File: src/rtl/tsb_pkg.sv
// Constants shared by the trigger controller and its delay timer.
// Assumes a single 20 MHz system clock.
package tsb_pkg;

    // ------------------------------------------------------------
    // Clock and time base
    // ------------------------------------------------------------
    localparam int unsigned CLK_PERIOD_NS = 50;
    localparam int unsigned DELAY_STEP_NS = 1000000;  // 0.001 s resolution
    localparam int unsigned CYC_PER_STEP  = DELAY_STEP_NS / CLK_PERIOD_NS;

    // ------------------------------------------------------------
    // Trigger delay
    // ------------------------------------------------------------
    localparam int unsigned DELAY_W       = 20;
    localparam logic [19:0] DELAY_MAX_MS  = 20'hf423f;  // 999.999 s in ms
    localparam logic [19:0] DELAY_RST     = 20'h00000;

    // ------------------------------------------------------------
    // Trigger source codes
    // ------------------------------------------------------------
    localparam logic [1:0]  SRC_INTERNAL  = 2'h0;
    localparam logic [1:0]  SRC_FRONT     = 2'h1;  // front_panel_source
    localparam logic [1:0]  SRC_HANDLER   = 2'h2;  // handler_source
    localparam logic [1:0]  SRC_BUS       = 2'h3;
    localparam logic [1:0]  SRC_RST       = 2'h0;

    // ------------------------------------------------------------
    // Service summary byte layout
    // ------------------------------------------------------------
    localparam int unsigned BIT_OPER      = 7;  // operation_summary_bit
    localparam int unsigned BIT_SVC       = 6;  // request-service / master summary
    localparam int unsigned BIT_STD       = 5;
    localparam int unsigned BIT_MAV       = 4;
    localparam int unsigned BIT_QUEUE     = 3;  // queue_summary_bit, always zero
    localparam logic [7:0]  SRE_RST       = 8'h00;
    localparam logic [7:0]  SUMMARY_MASK  = 8'hb0;  // bits that may raise service

    typedef enum logic [1:0] {
        TSB_ST_WAIT,
        TSB_ST_DELAY,
        TSB_ST_MEAS
    } tsb_state_e;

endpackage : tsb_pkg

File: src/rtl/tsb_top.sv
// Trigger control and service summary byte of the remote-control interface.
// Assumes a command decoder on clk_sys delivers one-cycle strobes; the two
// trigger pins are asynchronous and are synchronised here.
//
// Summary of operation
// - Trigger delay 0 to 999.999 s in 1 ms steps, stored value readable.
// - After a trigger is taken, wait the programmed delay, then start measuring.
// - Immediate trigger while waiting starts exactly one measurement.
// - Immediate trigger with internal source or when not waiting flags an error.
// - Four selectable trigger sources: internal, front key, handler pin, bus; readable.
// - Summary bits gated by the enable mask; any valid bit raises a service request.
// - Bit 6 is request-service on serial poll, master summary on query.
// - Bit 7 set by enabled operation events, cleared by device clear or read.
// - Bit 5 follows whether any enabled standard event bit is one.
// - Bit 4 set while a query response waits for output.
// - Bits 3 down to 0 always read zero.
// - Bit 6 set on service request; cleared only by device clear or serial poll, not when the summary falls to zero.
// - Status query returns the weighted sum of all set bits.
`timescale 1ns/1ps
`default_nettype none
module tsb_top #(
    parameter int unsigned CYC_PER_MS = tsb_pkg::CYC_PER_STEP
) (
    // Clock and reset
    input  wire logic                         clk_sys,
    input  wire logic                         sys_rst,
    input  wire logic                         clk_en,
    // Trigger settings
    input  wire logic                         delay_wr,
    input  wire logic [tsb_pkg::DELAY_W-1:0]  delay_ms_in,
    output logic      [tsb_pkg::DELAY_W-1:0]  delay_ms_out,
    input  wire logic                         src_wr,
    input  wire logic [1:0]                   src_in,
    output logic      [1:0]                   src_out,
    output logic                              delay_err,
    // Trigger events
    input  wire logic                         trigger_input_signal_imm,
    input  wire logic                         bus_trg,
    input  wire logic                         front_panel_key,
    input  wire logic                         trigger_input_signal,
    output logic                              trigger_input_signal_imm_err,
    // Measurement engine
    input  wire logic                         meas_done,
    output logic                              meas_start,
    output logic                              trigger_input_signal_waiting,
    output logic                              trigger_input_signal_delaying,
    // Status summary sources
    input  wire logic                         oper_summary,
    input  wire logic                         std_summary,
    input  wire logic                         resp_ready,
    // Status access
    input  wire logic                         sre_wr,
    input  wire logic [7:0]                   sre_in,
    output logic      [7:0]                   sre_out,
    input  wire logic                         stb_query,
    input  wire logic                         serial_poll,
    input  wire logic                         device_clear,
    output logic      [7:0]                   stb_value,
    output logic      [7:0]                   poll_value,
    output logic                              service_req
);

    typedef struct packed {
        logic [2:0]                  fp_sync;
        logic [2:0]                  hs_sync;
        tsb_pkg::tsb_state_e         state;
        logic [tsb_pkg::DELAY_W-1:0] delay_ms;
        logic [1:0]                  src;
        logic                        start;
        logic                        imm_err;
        logic                        dly_err;
        logic [7:0]                  sre;
        logic                        oper_bit;
        logic                        oper_d;
        logic                        rqs;
        logic                        svc_d;
        logic [7:0]                  stb;
        logic [7:0]                  poll;
    } tsb_top_s;

    tsb_top_s cur_ff;
    tsb_top_s nxt_top;

    logic       tmr_busy;
    logic       tmr_done;
    logic       fp_edge;
    logic       hs_edge;
    logic       src_trigger_input_signal;
    logic       imm_ok;
    logic [7:0] summary;
    logic       svc_cond;

    // ------------------------------------------------------------
    // Delay timer
    // ------------------------------------------------------------
    tsb_delay_timer #(
        .CYC_PER_MS (CYC_PER_MS)
    ) u_timer (
        .clk_sys  (clk_sys),
        .sys_rst  (sys_rst),
        .clk_en   (clk_en),
        .start    (cur_ff.start),
        .delay_ms (cur_ff.delay_ms),
        .busy     (tmr_busy),
        .done     (tmr_done)
    );

    // ------------------------------------------------------------
    // Trigger qualification
    // ------------------------------------------------------------
    // Edges use stages 1 and 2 only; stage 0 feeds nothing but stage 1
    assign fp_edge = cur_ff.fp_sync[1] & ~cur_ff.fp_sync[2];
    assign hs_edge = cur_ff.hs_sync[1] & ~cur_ff.hs_sync[2];

    always_comb begin
        case (cur_ff.src)
            tsb_pkg::SRC_FRONT:   src_trigger_input_signal = fp_edge;
            tsb_pkg::SRC_HANDLER: src_trigger_input_signal = hs_edge;
            tsb_pkg::SRC_BUS:     src_trigger_input_signal = bus_trg;
            default:              src_trigger_input_signal = 1'b1;  // internal runs continuously
        endcase
    end

    assign imm_ok = trigger_input_signal_imm && cur_ff.state == tsb_pkg::TSB_ST_WAIT
                    && cur_ff.src != tsb_pkg::SRC_INTERNAL;

    // ------------------------------------------------------------
    // Service summary
    // ------------------------------------------------------------
    assign summary  = {cur_ff.oper_bit, 1'b0, std_summary, resp_ready,
                       4'h0};
    assign svc_cond = |(summary & cur_ff.sre & tsb_pkg::SUMMARY_MASK);

    // ------------------------------------------------------------
    // Next state
    // ------------------------------------------------------------
    always_comb begin
        nxt_top         = cur_ff;
        nxt_top.fp_sync = {cur_ff.fp_sync[1:0], front_panel_key};
        nxt_top.hs_sync = {cur_ff.hs_sync[1:0], trigger_input_signal};
        nxt_top.start   = 1'b0;
        nxt_top.imm_err = 1'b0;
        nxt_top.dly_err = 1'b0;
        nxt_top.oper_d  = oper_summary;
        nxt_top.svc_d   = svc_cond;

        if (delay_wr) begin
            if (delay_ms_in > tsb_pkg::DELAY_MAX_MS) begin
                nxt_top.dly_err = 1'b1;  // Out of range keeps the old value
            end else begin
                nxt_top.delay_ms = delay_ms_in;
            end
        end
        if (src_wr) begin
            nxt_top.src = src_in;
        end
        if (sre_wr) begin
            nxt_top.sre = sre_in;
        end

        if (trigger_input_signal_imm && !imm_ok) begin
            nxt_top.imm_err = 1'b1;
        end

        case (cur_ff.state)
            tsb_pkg::TSB_ST_WAIT: begin
                if (src_trigger_input_signal || imm_ok) begin
                    nxt_top.start = 1'b1;
                    nxt_top.state = tsb_pkg::TSB_ST_DELAY;
                end
            end
            tsb_pkg::TSB_ST_DELAY: begin
                if (tmr_done) begin
                    nxt_top.state = tsb_pkg::TSB_ST_MEAS;
                end
            end
            tsb_pkg::TSB_ST_MEAS: begin
                if (meas_done) begin
                    nxt_top.state = tsb_pkg::TSB_ST_WAIT;
                end
            end
            default: begin
                nxt_top.state = tsb_pkg::TSB_ST_WAIT;
            end
        endcase

        // Snapshots for the two read paths
        if (stb_query) begin
            nxt_top.stb = summary | {1'b0, svc_cond, 6'h00};
        end
        if (serial_poll) begin
            nxt_top.poll = summary | {1'b0, cur_ff.rqs, 6'h00};
        end

        // Clear first so that a new event in the same cycle wins
        if (device_clear || stb_query || serial_poll) begin
            nxt_top.oper_bit = 1'b0;
        end
        if (oper_summary && !cur_ff.oper_d) begin
            nxt_top.oper_bit = 1'b1;
        end

        if (device_clear || serial_poll) begin
            nxt_top.rqs = 1'b0;
        end
        if (svc_cond && !cur_ff.svc_d) begin
            nxt_top.rqs = 1'b1;
        end
    end

    always_ff @(posedge clk_sys or posedge sys_rst) begin
        if (sys_rst) begin
            cur_ff          <= '0;
            cur_ff.state    <= tsb_pkg::TSB_ST_WAIT;
            cur_ff.delay_ms <= tsb_pkg::DELAY_RST;
            cur_ff.src      <= tsb_pkg::SRC_RST;
            cur_ff.sre      <= tsb_pkg::SRE_RST;
        end else if (clk_en) begin
            cur_ff <= nxt_top;
        end
    end

    // ------------------------------------------------------------
    // Outputs
    // ------------------------------------------------------------
    assign delay_ms_out  = cur_ff.delay_ms;
    assign src_out       = cur_ff.src;
    assign delay_err     = cur_ff.dly_err;
    assign trigger_input_signal_imm_err  = cur_ff.imm_err;
    // Start is taken from the timer's done pulse so no cycle is lost
    assign meas_start    = tmr_done;
    assign trigger_input_signal_waiting  = cur_ff.state == tsb_pkg::TSB_ST_WAIT;
    // Drops with the done pulse: the delay is over once measuring starts
    assign trigger_input_signal_delaying = (cur_ff.state == tsb_pkg::TSB_ST_DELAY && !tmr_done) || tmr_busy;
    assign sre_out       = cur_ff.sre;
    assign stb_value     = cur_ff.stb;
    assign poll_value    = cur_ff.poll;
    assign service_req   = cur_ff.rqs;

endmodule : tsb_top
`default_nettype wire

File: src/rtl/tsb_delay_timer.sv
// Millisecond down-counter for the trigger-to-measurement delay.
// Assumes start is a one-cycle pulse on clk_sys.
`timescale 1ns/1ps
`default_nettype none
module tsb_delay_timer #(
    parameter int unsigned CYC_PER_MS = tsb_pkg::CYC_PER_STEP
) (
    // Clock and reset
    input  wire logic                         clk_sys,
    input  wire logic                         sys_rst,
    input  wire logic                         clk_en,
    // Control
    input  wire logic                         start,
    input  wire logic [tsb_pkg::DELAY_W-1:0]  delay_ms,
    // Status
    output logic                              busy,
    output logic                              done
);

    typedef struct packed {
        logic                        busy;
        logic                        done;
        logic [tsb_pkg::DELAY_W-1:0] ms_left;
        logic [31:0]                 pre;
    } tsb_tmr_s;

    tsb_tmr_s cur_ff;
    tsb_tmr_s nxt_tmr;

    always_comb begin
        nxt_tmr      = cur_ff;
        nxt_tmr.done = 1'b0;
        if (start) begin
            nxt_tmr.busy    = 1'b1;
            nxt_tmr.ms_left = delay_ms;
            nxt_tmr.pre     = 32'h0;
        end else if (cur_ff.busy) begin
            if (cur_ff.ms_left == '0) begin
                nxt_tmr.busy = 1'b0;
                nxt_tmr.done = 1'b1;
            end else if (cur_ff.pre == CYC_PER_MS - 1) begin
                nxt_tmr.pre     = 32'h0;
                nxt_tmr.ms_left = cur_ff.ms_left - 1'b1;
            end else begin
                nxt_tmr.pre = cur_ff.pre + 32'h1;
            end
        end
    end

    always_ff @(posedge clk_sys or posedge sys_rst) begin
        if (sys_rst) begin
            cur_ff <= '0;
        end else if (clk_en) begin
            cur_ff <= nxt_tmr;
        end
    end

    assign busy = cur_ff.busy;
    assign done = cur_ff.done;

endmodule : tsb_delay_timer
`default_nettype wire

File: config.mk
export PLATFORM = sky130hd
export DESIGN_NAME = tsb_top
export DESIGN_NICKNAME = d
export VERILOG_FILES = /design/src/rtl/tsb_pkg.sv /design/src/rtl/tsb_top.sv /design/src/rtl/tsb_delay_timer.sv
export SDC_FILE = /design/constraint.sdc
export NUM_CORES = 1
export LEC_CHECK = 0
export BUFFER_PORTS_ARGS = -buffer_cell sky130_fd_sc_hd__buf_4
export CORE_MARGIN = 1.5
export CORE_UTILIZATION = 46
export DETAILED_ROUTE_END_ITERATION = 10
export PLACE_DENSITY = 0.71
export SYNTH_ARGS = -nofsm -noshare
export SYNTH_HDL_FRONTEND = slang
export SYNTH_HIERARCHICAL = 1
export SYNTH_SLANG_ARGS = --single-unit
File: constraint.sdc
create_clock -name clk_sys -period 5.3 [get_ports clk_sys]
set_input_delay 0 -clock clk_sys [delete_from_list [all_inputs] [get_ports clk_sys]]
set_output_delay 0 -clock clk_sys [all_outputs]
set_load 0.005 [all_outputs]
-- After elaboration in Yosys (flattened, before gate mapping)
Index checks and enable logic that the tools add are counted.
- latch bits: 0
- RAM bits: 0
- word-level logic and storage cells: 95
- memories kept: 0
- ROM bits: 0
- bits of input ports: 47
- output and inout bits: 52
- flip-flop bits (word level): 115
- multiplexer cells: 22
- bitwise gates (word level): 8
- multipliers: 0
- add/sub/neg operators: 2
- shifts and indexed selects: 0
- $lt $le $gt $ge: 1
- divide/modulo/power cells: 0
- eq/ne operators: 10
- reduce and logical (&&, ||, !) cells: 33
- operators with widths (operator ; count):
    52-bit 2-to-1 mux ; 2
    54-bit 2-to-1 mux ; 1
    32-bit by 1-bit adder with 32-bit output (second input constant) ; 1
    32-bit by 15-bit equality test with 1-bit output (second input constant) ; 1
    32-bit 2-to-1 mux ; 1
    20-bit > comparator (second input constant) ; 1
    20-bit logical NOT ; 1
    20-bit 2-to-1 mux ; 1
    20-bit by 1-bit subtractor with 20-bit output (second input constant) ; 1
    8-bit by 7-bit bitwise OR with 8-bit output ; 2
    2-bit AND reduction ; 6
    1-bit 2-to-1 mux ; 11
    2-bit nonzero test ; 5
    8-bit AND ; 1
    2-bit 2-to-1 mux ; 4
    4-bit AND reduction ; 2
    2-bit equality test (second input constant) ; 3
    1-bit logical AND ; 6
    2-bit case mux with 3 select lines ; 1
    3-bit AND reduction ; 2
    1-bit logical OR ; 5
    2-bit by 1-bit equality test with 1-bit output (second input constant) ; 2
    1-bit logical NOT ; 4
    2-bit by 1-bit != test with 1-bit output (second input constant) ; 2
    other kinds (6) ; 10

-- Logic depth before layout (Yosys ltp)
Gate-level depths: netlist (run 1).
- depth after elaboration: 6
- depth in mapped cells: 9
- mapped depth without buffers: 7

-- Cells and area by module
The synthesis (run 1) kept the hierarchy.
- by module, submodules not included (module ; instances ; cells each ; sequential area each (um2) ; area an instance (um2)):
    tsb_delay_timer ; 1 ; 387 ; 1351.3 ; 3362.0
    tsb_top ; 1 ; 199 ; 1326.3 ; 2486.1

-- Worst setup path after synthesis (run 1)
Ideal clock, no wire load.
- kind: reg2reg
- start: register u_timer/cur_ff[27] (netlist name)
- end: register u_timer/cur_ff[25] (netlist name)
- clock period less this slack: 2.478 ns
- setup time: 0.134 ns
- data arrival time: 2.344 ns
- setup slack: 2.822 ns
- required time: 5.166 ns
- stages on the path, launching flop included: 9
- path buffers: 3
- cell sequence: dfrtp_1 or4_1 or4_1 a2111oi_4 or2_1 buf_4 buf_6 buf_6 a21oi_1
- cells in the longest elaborated chain, start to end: 5
- ends and longest elaborated chain (what ; RTL line ; text):
    start: declaration ; tsb_delay_timer.sv:27 ; tsb_tmr_s cur_ff;
    start signal: assignment ; tsb_delay_timer.sv:54 ; cur_ff <= nxt_tmr;
    32-bit by 15-bit equality test with 1-bit output ; tsb_delay_timer.sv:41 ; end else if (cur_ff.pre == CYC_PER_MS - 1) begin
    32-bit 2-to-1 mux ; tsb_delay_timer.sv:41 ;
    52-bit 2-to-1 mux ; tsb_delay_timer.sv:38 ; if (cur_ff.ms_left == '0) begin
    54-bit 2-to-1 mux ; tsb_delay_timer.sv:37 ; end else if (cur_ff.busy) begin
    52-bit 2-to-1 mux ; tsb_delay_timer.sv:33 ; if (start) begin
No other way between the ends. The select of a mux whose other input is x is not followed.
A chain may end at the register's enable or synchronous reset.

-- Final worst setup path (run 1)
- start: register u_timer/cur_ff[27] (netlist name)
- end: register u_timer/cur_ff[40] (netlist name)
- cells in the longest elaborated chain, start to end: 3
- ends and longest elaborated chain (what ; RTL line):
    32-bit by 15-bit equality test with 1-bit output ; tsb_delay_timer.sv:41
    2-bit nonzero test (no source line) ; n/a
    4-bit AND reduction (no source line) ; n/a
No other way between the ends.

==> results of run 1 <==
[sequential cells by signal, indices dropped and copies added, names as in the netlist]
register,flops
delay_ms_out,20
delay_err,1
service_req,1
trigger_input_signal_imm_err,1
src_out,2
u_timer/busy,1
sre_out,8
stb_value,4
cur_ff,12
u_timer/done,1
poll_value,4
u_timer/cur_ff,52
[layout make-up]
cell class                 instances  area [um^2]
inverter                          21         78.8
tap                              172          215
multi-input combinational        387         2600
sequential                       107         2680
clock inverter                     7         83.8
timing repair buffer             136         1120
clock buffer                       9          225
fill                            1082         5520
[metal layers]
layer / vias to the layer above / track usage, % / wire length, um
met5: - / 0 / 0
met3: 11 / 4.81 / 817
met1: 2388 / 27.7 / 6160
li1: 2299 / - / -
met2: 172 / 36.1 / 7040
met4: 0 / 4.96 / 128
[power groups by stage]
stage / combinational [mW] / sequential, mW / clock, mW
floorplan: 0.591 / 1.06 / 0
global placement: 0.724 / 1.10 / 0
detailed placement: 0.745 / 1.11 / 0
CTS: 0.772 / 1.09 / 0.723
global route: 0.865 / 1.12 / 0.754
finish: 0.781 / 1.10 / 0.702
[kinds of logic (layout without fill, tap and decap cells)]
| logic type | after synthesis | after routing | share of synthesized area [%] |
|---|---|---|---|
| and+or+nand+nor | 168 | 168 | 15.8 |
| AOI/OAI and AO/OA | 162 | 162 | 18.6 |
| DFF | 107 | 107 | 45.8 |
| buffers and inverters | 99 | 173 | 10.3 |
| muxes | 44 | 44 | 8.45 |
| adders and majority gates | 3 | 3 | 0.642 |
| xor gates and xnor gates | 2 | 2 | 0.300 |
| other | 1 | 8 | 0.0641 |
[per-stage QoR]
step                total power, mW  cell area, um^2  worst slack, ns
floorplan                      1.65             5870             2.82
global route                   2.74             7000             1.29
detailed placement             1.85             6300             1.53
finish                         2.58             7000             1.48
CTS                            2.59             7000             1.50
global placement               1.82             6300             1.67
[cell usage in the layout (no fill, tap or decap), types with 3 or more instances in the layout]
cell and count:
a21oi_1 33, o31ai_1 26, inv_1 19, or3_1 11, conb_1 8, clkbuf_16 9
o211ai_1 4, o22ai_1 3, nor2b_1 3, mux2_2 43, a32o_1 5, and3_1 3
nand2_1 46, nor4_1 16, ha_1 3, o21ai_0 50, nor3_1 7, nand4_1 9
o41ai_1 6, a221o_1 4, buf_4 97, a22o_1 16, dlygate4sd3_1 39, a21o_1 4
nor2_1 13, and4_1 4, or4_1 25, dfrtp_1 107, nand3_1 20
[critical path, delay by kind of cell (launching register included)]
kind	cells	cell delay [ns]
flip-flops	1	0.45
buffers and inverters	1	0.46
AND/OR/NAND/NOR	3	1.92
AO/OA/AOI/OAI	2	0.90
[timing repair]
action	in CTS	in global routing
setup endpoints to repair	0	0
hold buffers	39	0
buffers inserted	0	0
hold endpoints to repair	129	0
[worst max path at each step]
| stage | startpoint | end | slack [ns] |
|---|---|---|---|
| 6_report | u_timer/cur_ff[27] | u_timer/cur_ff[40] | 1.48 |
| 5_1_grt | u_timer/cur_ff[27] | u_timer/cur_ff[40] | 1.29 |
| 4_1_cts | u_timer/cur_ff[27] | u_timer/cur_ff[40] | 1.50 |
| 3_5_place_dp | u_timer/cur_ff[27] | u_timer/cur_ff[51] | 1.53 |
| 3_3_place_gp | u_timer/cur_ff[27] | u_timer/cur_ff[39] | 1.67 |
| 2_1_floorplan | u_timer/cur_ff[27] | u_timer/cur_ff[25] | 2.82 |
==> results by group, run 1 <==
Power and ir drop
  • Int Pwr: 1.68 mW
  • Leak pwr: 2.95 nW
  • Pwr per Cell Area: 369 nW/um^2
  • Clk network pwr share: 27.2%
  • Seq pwr share: 42.5%
  • Switching Share: 35.0%
  • Combinational power share: 30.3%
  • Psw: 0.903 mW
  • Max VDD drop: 0.223 mV

Clock network
  • Clock-pin slew on the worst setup and hold paths: 0.08 ns
  • CTS Sinks: 107
  • CTS Buffer Depth: 2
  • CTS Root Cell: clkbuf_16
  • H-tree depth: 3
  • Clock latency at the later pin of the worst-skew pair: 0.35 ns
  • CTS tree: yes
  • Post_cts resized: 0
  • CTS Buf Count: 9

Place
  • GP Congestion: 0.855
  • IO Port Bufs: 90
  • Placed Instances: 784
  • Hpwl dp: 9150 um

Floorplanning
  • Rows: 41
  • Initial Util: 46.7%
  • Die X: 116 um
  • Die Area: 13400 um^2
  • Core area: 12500 um^2
  • Chip height: 116 um
  • IO Pins: 99

Timing
  • Max-slew headroom: 25.2%
  • Fin crit period: 3.82 ns
  • Fmax: 262 MHz
  • Final setup fails: 0
  • Setup_tns: 0 ns
  • Worst clock skew: 0.0102 ns
  • Post-route clock period utilization: 72.1%
  • Slew @ Worst Pin: 1.11 ns
  • RSZ-0062 raised after global routing: false
  • Final Hold Fails: 0
  • Hold_ws: 0.0293 ns
  • Slew Limit Fails: 0

Final layout
  • # nets final: 712
  • Final cell count without fillers: 839
  • Layout area overhead: 19.7%
  • Finished Core Util: 55.9%
  • Layout cells sized above 1: 24.6%
  • N_diodes: 0

Yosys
  • Synth area leaders: dfrtp_1 46%, mux2_2 8.3%, buf_4 6.3%
  • Mapped Area: 5850 um^2
  • Yosys top cell by area: dfrtp_1
  • Seq/Total Area, Yosys: 45.8%
  • Asr flop ratio synth: 100%
  • Yosys reg bits: 107
  • Ys flop type: dfrtp_1
  • EDFF count, synth: 0
  • Gate Count Post-Synth: 586
  • Count leader, synth: dfrtp_1
  • Commonest cells post-synth: 107 x dfrtp_1, 50 x o21ai_0, 49 x buf_4
  • Yosys warning count: 6
  • Top cell type's share of synthesized area: 45.8%
  • Avg Synthesized Cell Area: 9.98 um^2
  • Yosys cell types: 50

Critical path
  • Cell chain of the critical path: or4_1 -> or4_1 -> a2111oi_4 -> or2_1 -> buf_4 -> a22o_1
  • Crit-path max FO: 26
  • CP Capture Type: flop
  • Worst Path Class, Setup: reg2reg
  • FF-to-FF End: u_timer/cur_ff[40]
  • Worst Reg2Reg Path Length in Cells: 6
  • RR Startpoint: u_timer/cur_ff[27]
  • Worst EP required: 5.59 ns
  • Crit path top cell by count: or4_1
  • Critical Path AT: 4.11 ns
  • Crit start category: flop
  • Flop2flop setup slack: 1.48 ns
  • CP peak stage delay: 0.80 ns
  • CP max-delay cell: or2_1

Global routing
  • Pin count of the biggest net entering global routing: 55
  • Vias in the first global route: 4652
  • Total gr overflow: 0
  • First-pass GRT wire length: 22800 um
  • Initial antenna violation count: 0
  • Tot GR Track Use: 21.2%

Detailed routing
  • Routed WL per cell: 16.9 um
  • Vias/cell: 5.80
  • Via count of the routed design: 4870
  • Post-route ant nets: 0
  • Drt first pass iters: 5
  • Routed WL: 14100 um
  • Initial DRC Count: 438
  • Drt drc: 0

Worst hold path
  • WHS Path Cells: 3
  • Hold path endpoint: cur_ff[19]
  • Worst Hold Class: in2reg
  • HP Start: stb_query

Flow run
  • Number of max-cap violations: 0

Status
  • Status: finished, final reports clean
Note: power is estimated with default switching activity, not from simulation.
==> inputs of run 2 (changes only) <==
PLACE_DENSITY = 0.74   (was 0.71)
clock period = 3.5 ns   (was 5.3 ns; I/O delays follow)
==> run 2 against run 1 <==
Largest power group unchanged; routed wire length up 1.7%; highest routed layer unchanged; non-clock buffer count rose by 5; sequential share of layout area is 0.16 points lower; critical endpoint is now u_timer/cur_ff[39].
==> results by group, run 2 (synthesis results as in run 1) <==
Detailed routing
  • Routed WL per cell: 17.0 um (was 16.9 um)
  • Vias/cell: 5.92 (was 5.80)
  • Initial DRC Count: 380 (was 438)
  • Drt first pass iters: 5 (unchanged)
  • Via count of the routed design: 5000 (was 4870)
  • Routed WL: 14400 um (was 14100 um)
  • Post-route ant nets: 0 (unchanged)
  • Drt drc: 0 (unchanged)

Final layout
  • Max reg flops: 52 (unchanged)
  • Layout fillers: 1069 (was 1082)
  • Layout area overhead: 20.2% (was 19.7%)
  • Most frequent cells in the layout: 107 x dfrtp_1, 102 x buf_4, 50 x o21ai_0 (was 107 x dfrtp_1, 97 x buf_4, 50 x o21ai_0)
  • Most common cell after layout, fill and taps aside: dfrtp_1 (unchanged)
  • Top reg by flops: u_timer/cur_ff (unchanged)
  • Layout cells sized above 1: 25.0% (was 24.6%)
  • # nets final: 717 (was 712)
  • Finished Core Util: 56.1% (was 55.9%)
  • N_diodes: 0 (unchanged)

Critical path
  • Worst EP required: 3.78 ns (was 5.59 ns)
  • Crit-path max FO: 31 (was 26)
  • Critical Path AT: 3.11 ns (was 4.11 ns)
  • Worst Path Class, Setup: reg2reg (unchanged)
  • Crit start category: flop (unchanged)
  • CP Capture Type: flop (unchanged)

Global routing
  • First-pass GRT wire length: 22800 um (about the same)
  • Pin count of the biggest net entering global routing: 55 (unchanged)
  • Tot GR Track Use: 21.4% (was 21.2%)
  • Total gr overflow: 0 (unchanged)
  • Vias in the first global route: 4660 (was 4652)
  • Initial antenna violation count: 0 (unchanged)

Worst hold path
  • Worst Hold Class: in2reg (unchanged)

Flow run
  • Number of max-cap violations: 0 (unchanged)

Clock network
  • Post_cts resized: 0 (unchanged)
  • Setup Buffers After CTS: 0 (unchanged)
  • CTS Buf Count: 9 (unchanged)
  • CTS Hold Bufs: 39 (unchanged)
  • CTS Root Cell: clkbuf_16 (unchanged)
  • CTS Buffer Depth: 2 (unchanged)
  • Clock-pin slew on the worst setup and hold paths: 0.07 ns (was 0.08 ns)
  • CTS tree: yes (unchanged)
  • H-tree depth: 3 (unchanged)
  • CTS Sinks: 107 (unchanged)
  • Clock latency at the later pin of the worst-skew pair: 0.36 ns (was 0.35 ns)

Timing
  • RSZ-0062 raised after global routing: false (unchanged)
  • Max-slew headroom: 21.6% (was 25.2%)
  • Fin crit period: 2.83 ns (was 3.82 ns)
  • Slew @ Worst Pin: 1.17 ns (was 1.11 ns)
  • Fmax: 353 MHz (was 262 MHz)
  • Hold_ws: 0.0217 ns (was 0.0293 ns)
  • Post-route clock period utilization: 80.8% (was 72.1%)
  • Worst clock skew: 0.0139 ns (was 0.0102 ns)
  • Slew Limit Fails: 0 (unchanged)
  • Final Hold Fails: 0 (unchanged)
  • Final setup fails: 0 (unchanged)
  • Setup_tns: 0 ns (unchanged)

Place
  • Hpwl dp: 8990 um (was 9150 um)
  • GP Congestion: 0.855 (about the same)
  • IO Port Bufs: 90 (unchanged)

Floorplanning
  • Initial Util: 46.7% (unchanged)
  • Rows: 41 (unchanged)
  • Die X: 116 um (unchanged)
  • IO Pins: 99 (unchanged)
  • Chip height: 116 um (unchanged)
  • Die Area: 13400 um^2 (unchanged)
  • Core area: 12500 um^2 (unchanged)

Power and ir drop
  • Leak pwr: 2.96 nW (was 2.95 nW)
  • Max VDD drop: 0.378 mV (was 0.223 mV)
  • Pwr per Cell Area: 557 nW/um^2 (was 369 nW/um^2)

Status
  • Status: finished, final reports clean (unchanged)
run 2: worst max-delay path, cell delays in order, from the launching register on:
cell       delay (ns)
dfrtp_1          0.45
or4_1            0.53
or4_1            0.58
a2111oi_4        0.20
buf_4            0.26
or2_1            0.15
buf_4            0.36
a22o_1           0.23
run 2: metrics by stage:
stage | cells | instance area, um^2 | power [mW] | worst slack (ns)
finish | 844 | 7030 | 3.92 | 0.671
global route | 844 | 7030 | 4.13 | 0.577
CTS | 844 | 7030 | 3.90 | 0.714
detailed placement | 789 | 6340 | 2.81 | 0.745
global placement | 789 | 6340 | 2.76 | 0.830
floorplan | 593 | 5870 | 2.50 | 1.02
run 2: worst paths after layout:
path,start,to,slack (ns),cells past startpoint
worst max-delay path,u_timer/cur_ff[27],u_timer/cur_ff[39],0.67,7
worst min-delay path,src_wr,src_out[0],0.02,3
worst max register to register,u_timer/cur_ff[27],u_timer/cur_ff[39],0.67,7
worst min register to register,cur_ff[16],service_req,0.46,1
max in group asynchronous,sys_rst,u_timer/cur_ff[30],2.23,3
min in group asynchronous,sys_rst,sre_out[6],0.51,3
run 2: power by group:
group	leakage [nW]	internal (mW)	total [mW]	switching (mW)
Sequential	1.35	1.44	1.66	0.217
Clock	0.145	0.563	1.04	0.480
Combinational	1.47	0.536	1.21	0.676
run 2: metal layers:
layer  wire (um)  up-vias  global-route usage, %
li1            -     2314                      -
met1        6290     2486                   28.8
met2        7150      177                   34.6
met3         718       23                   4.50
met4         221        0                   7.15
met5           0        -                      0
run 2: layout make-up:
type / count / area (um^2) / share of cell area (%)
Sequential cell: 107 / 2680 / 38.1
Multi-Input combinational cell: 387 / 2600 / 37.0
Timing Repair Buffer: 141 / 1160 / 16.5
Clock buffer: 10 / 229 / 3.26
Tap cell: 172 / 215 / 3.06
Inverter: 21 / 78.8 / 1.12
Clock inverter: 6 / 71.3 / 1.01
==> inputs of run 3 (changes only) <==
clock period = 2.4 ns   (was 3.5 ns; I/O delays follow)
==> run 3 against run 2 <==
The flow now finishes with violations (negative setup slack); maximum frequency up 16%; design area up 5.7%; critical path depth down 1; via count up 2.6%; die area unchanged; cell count up 3.8%; largest power group unchanged; highest routed layer unchanged.
==> results by group, run 3 (synthesis results as in run 1) <==
Timing
  • Slew Limit Fails: 0 (unchanged)
  • Post-route clock period utilization: 101% (was 80.8%)
  • Slew @ Worst Pin: 0.598 ns (was 1.17 ns)
  • Final Hold Fails: 0 (unchanged)
  • Fmax: 411 MHz (was 353 MHz)
  • Setup_tns: -0.176 ns (was 0 ns)
  • Setup WS post-layout: -0.0318 ns (was 0.671 ns)
  • Worst clock skew: 0.00626 ns (was 0.0139 ns)
  • Max-slew headroom: 60.1% (was 21.6%)
  • Fin crit period: 2.43 ns (was 2.83 ns)
  • Final setup fails: 22 (was 0)
  • RSZ-0062 raised after global routing: true (was false)

Clock network
  • Clock-pin slew on the worst setup and hold paths: 0.07 ns (about the same)
  • CTS Buf Count: 9 (unchanged)
  • H-tree depth: 3 (unchanged)
  • Clock latency at the later pin of the worst-skew pair: 0.34 ns (was 0.36 ns)
  • CTS Root Cell: clkbuf_16 (unchanged)
  • CTS Sinks: 107 (unchanged)
  • CTS Buffer Depth: 2 (unchanged)
  • Setup Buffers After CTS: 0 (unchanged)
  • CTS tree: yes (unchanged)

Place
  • Placed Instances: 816 (was 789)
  • GP Congestion: 0.865 (was 0.855)
  • Hpwl dp: 9930 um (was 8990 um)
  • Area of placed instances: 6600 um^2 (was 6340 um^2)
  • IO Port Bufs: 90 (unchanged)
  • Placement Setup Slack: 0.0260 ns (was 0.745 ns)

Flow run
  • Number of max-cap violations: 0 (unchanged)

Power and ir drop
  • Pwr per Cell Area: 788 nW/um^2 (was 557 nW/um^2)
  • Max VDD drop: 0.583 mV (was 0.378 mV)
  • Leak pwr: 3.15 nW (was 2.96 nW)

Detailed routing
  • Routed WL per cell: 17.4 um (was 17.0 um)
  • Initial DRC Count: 370 (was 380)
  • Drt first pass iters: 5 (unchanged)
  • Routed WL: 15300 um (was 14400 um)
  • Drt drc: 0 (unchanged)
  • Via count of the routed design: 5128 (was 5000)
  • Vias/cell: 5.85 (was 5.92)
  • Post-route ant nets: 0 (unchanged)

Critical path
  • Crit start category: flop (unchanged)
  • Critical Path AT: 2.71 ns (was 3.11 ns)
  • Crit-path max FO: 7 (was 31)
  • Worst Path Class, Setup: reg2reg (unchanged)
  • CP Launch Point: u_timer/cur_ff[26] (was u_timer/cur_ff[27])
  • CP Capture Type: flop (unchanged)
  • Worst EP required: 2.68 ns (was 3.78 ns)
  • RR Startpoint: u_timer/cur_ff[26] (was u_timer/cur_ff[27])

Global routing
  • Vias in the first global route: 4888 (was 4660)
  • Total gr overflow: 0 (unchanged)
  • Pin count of the biggest net entering global routing: 35 (was 55)
  • First-pass GRT wire length: 23700 um (was 22800 um)
  • Initial antenna violation count: 0 (unchanged)
  • Tot GR Track Use: 22.3% (was 21.4%)

Worst hold path
  • Worst Hold Class: in2reg (unchanged)
  • HP Start: src_wr (unchanged)

Final layout
  • Most frequent cells in the layout: 124 x buf_4, 107 x dfrtp_1, 48 x o21ai_0 (was 107 x dfrtp_1, 102 x buf_4, 50 x o21ai_0)
  • N_diodes: 0 (unchanged)
  • Design Area, Final: 7430 um^2 (was 7030 um^2)
  • Most common cell after layout, fill and taps aside: buf_4 (was dfrtp_1)
  • Final cell count without fillers: 876 (was 844)
  • Max reg flops: 52 (unchanged)
  • # nets final: 749 (was 717)
  • Layout area overhead: 27.0% (was 20.2%)
  • Layout cells sized above 1: 30.4% (was 25.0%)
  • Layout fillers: 1047 (was 1069)
  • Top reg by flops: u_timer/cur_ff (unchanged)

Floorplanning
  • Core area: 12500 um^2 (unchanged)
  • Die Area: 13400 um^2 (unchanged)
  • Die X: 116 um (unchanged)
  • IO Pins: 99 (unchanged)
  • Rows: 41 (unchanged)
  • Chip height: 116 um (unchanged)
  • Initial Util: 46.7% (unchanged)

Status
  • Status: finished, violations left (was finished, final reports clean)
  • Failing checks: negative setup slack
-- run 3: cell type report --
class	instances	area [um^2]	area share [%]
inverter	21	78.8	1.06
multi-input combinational	387	2670	35.9
sequential	107	2680	36.1
tap	172	215	2.90
timing repair buffer	173	1510	20.3
clock inverter	6	48.8	0.657
clock buffer	10	229	3.08
-- run 3: through the flow --
| stage | utilization [%] | total power, mW | hold WS (ns) |
|---|---|---|---|
| 6_report | 59.3 | 5.85 | 0.0290 |
| 3_3_place_gp | 52.8 | 4.19 | 0.0938 |
| 3_5_place_dp | 52.8 | 4.28 | 0.100 |
| 4_1_cts | 58.1 | 5.74 | 0.0187 |
| 2_1_floorplan | - | 3.65 | 0.121 |
| 5_1_grt | 59.3 | 6.17 | 0.0350 |
-- run 3: layer usage --
layer	routed length (um)	part of all wire (%)	track usage, %
met4	204	1.3	6.18
met3	968	6.3	3.77
met2	7720	51	37.6
met1	6390	42	30.0
met5	0	0	0
-- run 3: worst paths after layout --
path                                       to  slack (ns)  cells after the start
setup / recovery           u_timer/cur_ff[51]       -0.03                      6
hold / removal                     src_out[1]        0.03                      3
setup reg to reg           u_timer/cur_ff[51]       -0.03                      6
hold reg to reg                   service_req        0.46                      1
max in group asynchronous  u_timer/cur_ff[20]        1.44                      4
min in group asynchronous  u_timer/cur_ff[50]        0.29                      3
-- run 3: report_power, final --
group | internal, mW | total, mW | switching, mW
registers | 2.11 | 2.40 | 0.295
clock network | 0.716 | 1.39 | 0.678
logic | 0.943 | 2.06 | 1.11
-- run 3: what timing repair did --
action                                  4_1_cts  5_1_grt
gates resized for setup                       1       14
pin swaps                                     0        6
endpoints found under the hold margin        91        0
endpoints found under the setup margin        3       55
cloned                                        0        5
hold buffers                                 39        0
-- run 3: worst max-delay path, cell delays in order, from the launching register on --
cell	delay [ns]
dfrtp_1	0.39
or4_4	0.54
or4_4	0.56
a2111oi_4	0.24
or2_4	0.32
clkbuf_16	0.19
a221o_1	0.14
